## config.mk

```make
export PLATFORM = sky130hd
export DESIGN_NAME = alrt_regs
export DESIGN_NICKNAME = d
export VERILOG_FILES = /design/src/logic/alrt_pkg.sv /design/src/logic/alrt_regs.sv /design/src/logic/alrt_cmp.sv
export VERILOG_INCLUDE_DIRS = /design/src /design/src/logic
export SDC_FILE = /design/constraint.sdc
export NUM_CORES = 1
export LEC_CHECK = 0
export ABC_AREA = 1
export BUFFER_PORTS_ARGS = -buffer_cell sky130_fd_sc_hd__buf_2
export CAP_MARGIN = 5
export CORE_ASPECT_RATIO = 1.4
export CORE_UTILIZATION = 47
export DETAILED_ROUTE_END_ITERATION = 8
export GPL_TIMING_DRIVEN = 1
export PLACE_DENSITY_LB_ADDON = 0.12
export SLEW_MARGIN = 10
export SYNTH_ARGS = -nofsm -noshare
export SYNTH_HDL_FRONTEND = slang
export SYNTH_SLANG_ARGS = --single-unit
```

## constraint.sdc

```tcl
create_clock -name ref_clk -period 1.6 [get_ports ref_clk]
set_input_delay 0.32 -clock ref_clk [delete_from_list [all_inputs] [get_ports ref_clk]]
set_output_delay 0.32 -clock ref_clk [all_outputs]
set_load 0.1 [all_outputs]
```

## src/logic/alrt_defines.svh

```systemverilog
// register offsets, field positions, reset values of the alert register bank
`ifndef ALRT_DEFINES_SVH
`define ALRT_DEFINES_SVH

`define ALRT_OFS_MASK_EN 8'h06
`define ALRT_OFS_THRESHOLD 8'h07
`define ALRT_OFS_MAKER 8'hFE
`define ALRT_OFS_DIE 8'hFF

`define ALRT_THRESHOLD_RST 16'h0000
`define ALRT_MASK_EN_RST 16'h0000

`define ALRT_BIT_SHUNT_OVER 15
`define ALRT_BIT_SHUNT_UNDER 14
`define ALRT_BIT_BUS_OVER 13
`define ALRT_BIT_BUS_UNDER 12
`define ALRT_BIT_POWER_OVER 11
`define ALRT_BIT_CONV_ALERT 10
`define ALRT_BIT_SRC_FLAG 4
`define ALRT_BIT_CONV_FLAG 3
`define ALRT_BIT_OVF_FLAG 2
`define ALRT_BIT_SENSE 1
`define ALRT_BIT_LATCH 0

`define ALRT_DEVICE_FIELD_MSB 15
`define ALRT_DEVICE_FIELD_LSB 4
`define ALRT_REVISION_FIELD_MSB 3
`define ALRT_REVISION_FIELD_LSB 0

// identity codes: arbitrary neutral values
`define ALRT_MAKER_CODE 16'hA5C3
`define ALRT_DEVICE_CODE 12'h3C1
`define ALRT_REVISION_CODE 4'h2

`endif

```

## src/logic/alrt_pkg.sv

```systemverilog
// types shared by the alert register bank
package alrt_pkg;

	typedef logic [15:0] alrt_word_t;

	typedef enum {
		ALRT_FN_NONE,
		ALRT_FN_SHUNT_OVER,
		ALRT_FN_SHUNT_UNDER,
		ALRT_FN_BUS_OVER,
		ALRT_FN_BUS_UNDER,
		ALRT_FN_POWER_OVER
	} alrt_func_t;

endpackage

```

## src/logic/alrt_regs.sv

```systemverilog
// alert limit, mask-enable and identification registers with alert pin
// Functional notes
// - compare selected measurement against stored alert limit value
// - alert limit register read/write, sixteen bits, zero at reset
// - maker identification register returns fixed code, writes ignored
// - die identification upper twelve bits return fixed device code
// - die identification lower four bits return fixed revision code
// - alert pin follows one of five limit functions or conversion done
// - several select bits set: only the highest one is compared
// - latch mode holds alert until mask read; transparent follows fault
// - sense bit one gives active-high alert, zero active-low
`timescale 1ns/10ps
`include "alrt_defines.svh"

module alrt_regs
	import alrt_pkg::*;
#(
	parameter logic [15:0] MAKER_CODE = `ALRT_MAKER_CODE,
	parameter logic [11:0] DEVICE_CODE = `ALRT_DEVICE_CODE,
	parameter logic [3:0] REVISION_CODE = `ALRT_REVISION_CODE
) (
	// clock and reset
	input wire logic ref_clk,
	input wire logic rst,
	// register access from the serial host controller
	input wire logic [7:0] reg_addr,
	input wire logic reg_wr_stb,
	input wire logic reg_rd_stb,
	input wire alrt_word_t reg_wdata,
	output alrt_word_t reg_rdata,
	output logic reg_rd_valid,
	// conversion engine
	input wire alrt_word_t shunt_value,
	input wire alrt_word_t bus_value,
	input wire alrt_word_t power_value,
	input wire logic meas_done,
	input wire logic math_overflow,
	input wire logic cfg_write,
	// open-drain alert pin
	output logic alert_o,
	output logic alert_oe
);

	alrt_word_t alert_threshold;
	logic [5:0] mask_sel;
	logic alert_sense_select;
	logic alert_latch_select;
	logic alert_source_flag;
	logic conversion_done_flag;
	alrt_func_t cmp_func;
	logic cmp_hit;
	logic wr_thr, wr_mask, rd_mask;
	logic fault_set, conv_set;
	logic alert_active;
	alrt_word_t mask_word;
	alrt_word_t next_rdata;

	function automatic logic hit_addr(input logic [7:0] a, input logic [7:0] o);
		return a == o;
	endfunction

	assign wr_thr = reg_wr_stb && hit_addr(reg_addr, `ALRT_OFS_THRESHOLD);
	assign wr_mask = reg_wr_stb && hit_addr(reg_addr, `ALRT_OFS_MASK_EN);
	assign rd_mask = reg_rd_stb && hit_addr(reg_addr, `ALRT_OFS_MASK_EN);

	alrt_cmp u_cmp (
		.sel(mask_sel[5:1]),
		.alert_limit_value(alert_threshold),
		.shunt_value(shunt_value),
		.bus_value(bus_value),
		.power_value(power_value),
		.func(cmp_func),
		.hit(cmp_hit)
	);

	// the limit is only judged on fresh results, against the old value if it is rewritten in that cycle
	assign fault_set = meas_done && cmp_hit;
	assign conv_set = meas_done;

	// threshold register; the host programs it before selecting a function
	always_ff @(posedge ref_clk or posedge rst) begin
		if (rst) begin
			alert_threshold <= `ALRT_THRESHOLD_RST;
		end else if (wr_thr) begin
			alert_threshold <= reg_wdata;
		end
	end

	// mask-enable control bits
	always_ff @(posedge ref_clk or posedge rst) begin
		if (rst) begin
			mask_sel <= 6'h00;
			alert_sense_select <= 1'b0;
			alert_latch_select <= 1'b0;
		end else if (wr_mask) begin
			mask_sel <= reg_wdata[`ALRT_BIT_SHUNT_OVER:`ALRT_BIT_CONV_ALERT];
			alert_sense_select <= reg_wdata[`ALRT_BIT_SENSE];
			alert_latch_select <= reg_wdata[`ALRT_BIT_LATCH];
		end
	end

	// alert source flag: a fault in the clearing cycle wins over the clear
	always_ff @(posedge ref_clk or posedge rst) begin
		if (rst) begin
			alert_source_flag <= 1'b0;
		end else if (fault_set) begin
			alert_source_flag <= 1'b1;
		end else if (alert_latch_select && rd_mask) begin
			alert_source_flag <= 1'b0;
		end else if (!alert_latch_select && meas_done) begin
			alert_source_flag <= 1'b0;
		end
	end

	// conversion done flag: cleared by mask read or configuration write
	always_ff @(posedge ref_clk or posedge rst) begin
		if (rst) begin
			conversion_done_flag <= 1'b0;
		end else if (conv_set) begin
			conversion_done_flag <= 1'b1;
		end else if (rd_mask || cfg_write) begin
			conversion_done_flag <= 1'b0;
		end
	end

	// limit function or conversion notice may drive the pin
	assign alert_active = alert_source_flag
		|| (mask_sel[0] && conversion_done_flag);

	// open collector: the pin is pulled low when the level must be low
	always_ff @(posedge ref_clk or posedge rst) begin
		if (rst) begin
			alert_oe <= 1'b0;
			alert_o <= 1'b0;
		end else begin
			alert_oe <= alert_active ^ alert_sense_select;
			alert_o <= 1'b0;
		end
	end

	assign mask_word = {mask_sel, 5'h00, alert_source_flag,
		conversion_done_flag, math_overflow, alert_sense_select,
		alert_latch_select};

	// read data returns the value before any clear of the same cycle
	always_comb begin
		case (reg_addr)
			`ALRT_OFS_MASK_EN: begin
				next_rdata = mask_word;
			end
			`ALRT_OFS_THRESHOLD: begin
				next_rdata = alert_threshold;
			end
			`ALRT_OFS_MAKER: begin
				next_rdata = MAKER_CODE;
			end
			`ALRT_OFS_DIE: begin
				next_rdata = {DEVICE_CODE, REVISION_CODE};
			end
			default: begin
				next_rdata = 16'h0000;
			end
		endcase
	end

	always_ff @(posedge ref_clk or posedge rst) begin
		if (rst) begin
			reg_rdata <= 16'h0000;
		end else if (reg_rd_stb) begin
			reg_rdata <= next_rdata;
		end
	end

	always_ff @(posedge ref_clk or posedge rst) begin
		if (rst) begin
			reg_rd_valid <= 1'b0;
		end else begin
			reg_rd_valid <= reg_rd_stb;
		end
	end
endmodule

```

## src/logic/alrt_cmp.sv

```systemverilog
// limit comparator: picks the highest selected function and compares
`timescale 1ns/10ps
`include "alrt_defines.svh"

module alrt_cmp
	import alrt_pkg::*;
(
	// selection and limit
	input wire logic [4:0] sel,
	input wire alrt_word_t alert_limit_value,
	// measurements
	input wire alrt_word_t shunt_value,
	input wire alrt_word_t bus_value,
	input wire alrt_word_t power_value,
	// result
	output alrt_func_t func,
	output logic hit
);

	// sel[4] is the top select bit, so it is tested first
	function automatic alrt_func_t pick(input logic [4:0] s);
		if (s[4]) begin
			return ALRT_FN_SHUNT_OVER;
		end else if (s[3]) begin
			return ALRT_FN_SHUNT_UNDER;
		end else if (s[2]) begin
			return ALRT_FN_BUS_OVER;
		end else if (s[1]) begin
			return ALRT_FN_BUS_UNDER;
		end else if (s[0]) begin
			return ALRT_FN_POWER_OVER;
		end else begin
			return ALRT_FN_NONE;
		end
	endfunction

	always_comb begin
		func = pick(sel);
		// shunt is two's complement, bus and power are unsigned
		case (func)
			ALRT_FN_SHUNT_OVER: begin
				hit = $signed(shunt_value) > $signed(alert_limit_value);
			end
			ALRT_FN_SHUNT_UNDER: begin
				hit = $signed(shunt_value) < $signed(alert_limit_value);
			end
			ALRT_FN_BUS_OVER: begin
				hit = bus_value > alert_limit_value;
			end
			ALRT_FN_BUS_UNDER: begin
				hit = bus_value < alert_limit_value;
			end
			ALRT_FN_POWER_OVER: begin
				hit = power_value > alert_limit_value;
			end
			default: begin
				hit = 1'b0;
			end
		endcase
	end

endmodule

```

==> summary.md <==
| Metric | Value |
|---|---|
| Syn-to-layout area delta | 34.9% |
| Leak | 2.35 nW |
| EDFF count, synth | 0 |
| Slack of the critical path | -99.7 ps |
| Slowest stage delay, CP | 370 ps |
| Worst-skew pair later-pin latency | 300 ps |
| Final Hold Viols | 0 |
| Core Area | 6570 µm² |
| Internal | 2.00 mW |
| Logic pwr share | 24.9% |
| H-Tree Depth | 2 |
| Initial DRC Count | 169 |
| Critical path, cell by cell | inv_2, ha_1, nand2_1, nor2_2, nand2_1, nor2_1, nor2_1, nand2_1, nand2_1, nor2_1, nand3_1, nand2_1, nand2_1 |
| Crit-path max FO | 4 |
| Delay-heaviest family, CP | simple AND/OR/NAND/NOR gates |
| Avg Cell Area, Syn | 7.84 µm² |
| Arrival time worst endpoint | 1890 ps |
| Number of diodes | 0 |
| TritonRoute pass-1 iters | 5 |
| Outcome | complete, but fails checks |
| Total CTS buffers | 5 |
| Die width | 71.6 µm |
| R2R Path End | alert_source_flag |
| # fillers | 589 |
| DRC violations left | 0 |
| Reg2Reg Launch Point | alert_threshold[15] |
| Switching part of the total | 29.0% |
| Yosys top cell by area | dfrtp_1 |
| Critical path type | reg2reg |
| Tmin final | 1700 ps |
| Setup slack, reg-to-reg | -100 ps |
| Max-cap check violation count | 0 |
| Seq pwr share | 41.9% |
| Cell Pwr Density | 656 nW/µm² |
| Setup tns final | -99.7 ps |
| Worst-case reg-to-reg path depth | 13 |
| NetSw | 0.818 mW |
| Final slew viol count | 0 |
| WL final | 8550 µm |
| Crit path buf inv count | 1 |
| Most common cell after layout, fill and taps aside | nand2_1 |
| Overall Global Routing Usage | 24.5% |
| GR Overflow Total | 0 |
| Number of port buffers | 96 |
| Crit start category | register |
| Yosys top cell area share | 34.5% |
| Seq/Total Area, Yosys | 34.5% |
| Routed wire per std cell | 13.8 µm |
| RSZ-0062 raised after global routing | true |
| Crit share post-route | 106% |
| Full die area | 7130 µm² |
| Share of cells above drive strength 1 | 34.6% |
| Min-delay worst type | in2async |
| Most frequent cells in the layout | nand2_1, buf_2, dfrtp_1 |
| Clk pwr share | 33.1% |
| Vias in the first global route | 3041 |
| Post-DR vias/cell | 5.07 |
| Clk slew on worst S/H paths | 80 ps |
| Post-synthesis async set-or-reset flop share | 100% |
| Maximum clock path buffer count | 2 |
| CP most frequent cell | nand2_1 |
| Final net count | 670 |
| Final core utilization | 65.5% |
| Synth Cell Area | 3190 µm² |
| Data required time of the worst path | 1790 ps |
| Crit-path slowest cell | dfrtp_1 |
| CTS Sinks | 44 |
| Clock Skews | 6.94 ps |
| DRT antenna net count | 0 |
| Die height | 99.5 µm |
| Placer Congestion | 0.902 |
| Failing checks | negative setup slack |
| Syn nets | 534 |
| Synth warn | 0 |
| Row count | 35 |
| Initial antenna violation count | 0 |
| Post-synth cell types | 32 |
| Initial Utilization | 48.6% |
| Maximum VDD drop | 0.552 mV |
| CTS tree | built |
| Global-route wire length before repair | 13500 µm |
| #FFs+latches synth | 44 |
| Synth area leaders | dfrtp_1, ha_1, nand2_1 |
| Crit end category | register |
| Largest net degree at the start of global routing | 45 |
| Syn Inst Count | 407 |
| Root Buffer Master | clkbuf_8 |
| Dominant synthesized flop cell | dfrtp_1 |
| Detail Placement HPWL | 6770 µm |
| Io pins | 98 |
| Vias | 3135 |
| Max Clk Rate | 0.588 GHz |
| Final Setup Violations | 1 |
==> per-layer routing <==
metal  part of all wire [%]  GRT usage, %  vias to the layer above
met5                      0             0                        -
met4                    1.7          7.24                        0
met3                    2.9          3.44                       14
met2                     52          45.0                       75
met1                     43          29.1                     1435
li1                       -             -                     1611
==> logic make-up (layout without fill, tap and decap cells) <==
family                     Yosys count  in the layout  synth area share, %
and+or+nand+nor                    165            165                 22.0
AOI/OAI and AO/OA                   73             73                 12.7
buffers and inverters               67            204                 8.31
adders and majority gates           48             48                 18.8
DFF                                 44             44                 34.5
muxes                                8              8                 3.29
other                                1              1                0.118
xor gates and xnor gates             1              1                0.275
==> stage by stage <==
step                      total power, mW  setup WS [ps]  hold WS, ps  cell area [µm²]  cells
after floorplan                      1.59           32.3          351             3190    407
after global placement               1.84           -178          370             4030    605
after detailed placement             1.86           -229          373             4030    605
after CTS                            2.83          -75.4         55.1             4290    618
after global routing                 2.98           -248         60.9             4300    618
final                                2.82          -99.7         45.9             4300    618
==> repair_timing <==
item	in CTS	in global routing
pin swaps	7	2
resized for setup	28	5
endpoints found under the setup margin	1	1
hold buffers	0	0
setup buffers	5	0
==> state kept, by name (all words and copies together), names as in the netlist <==
signal                cells
alert_threshold          16
reg_rdata                16
mask_sel                  6
alert_latch_select        1
alert_oe                  1
alert_sense_select        1
alert_source_flag         1
conversion_done_flag      1
reg_rd_valid              1
==> final cells by class <==
class | instances | area, µm² | share of cell area [%]
clock buffer | 7 | 96.3 | 2.24
clock inverter | 1 | 30.0 | 0.698
inverter | 58 | 220 | 5.12
multi-input combinational | 296 | 1930 | 44.8
sequential | 44 | 1100 | 25.6
tap | 74 | 92.6 | 2.15
timing repair buffer | 138 | 833 | 19.4
==> how the worst max path moves through the flow <==
stage,startpoint,endpoint,slack (ps),cells after the start
after floorplan,alert_threshold[15],alert_source_flag,30,10
after global placement,alert_threshold[9],alert_source_flag,-180,14
after detailed placement,alert_threshold[9],alert_source_flag,-230,10
after CTS,alert_threshold[5],alert_source_flag,-80,14
after global routing,alert_threshold[11],alert_source_flag,-250,13
final,alert_threshold[15],alert_source_flag,-100,13
==> power groups by stage <==
stage	Combinational [mW]	Sequential, mW	Clock (mW)
floorplan	0.332	1.25	0
global placement	0.641	1.20	0
detailed placement	0.660	1.20	0
CTS	0.704	1.18	0.946
global route	0.789	1.19	1.00
finish	0.704	1.18	0.935
==> tightest hold or removal path, cell delays in order <==
cell	delay [ps]
buf_2	100
clkinv_1	60
buf_12	240
==> synth_stat cells (2+ instances only) <==
cell type and instances:
a21oi_1 25, buf_2 2, clkbuf_1 4, dfrtp_1 44, ha_1 48, inv_1 58
mux2_2 4, mux2_4 4, nand2_1 117, nand3_1 14, nand4_1 5, nor2_1 22
nor3_1 2, o21a_1 2, o21ai_0 30, o221ai_1 3, o22ai_1 6, o31ai_1 3
No activity file was read; power rests on OpenSTA's default activity.
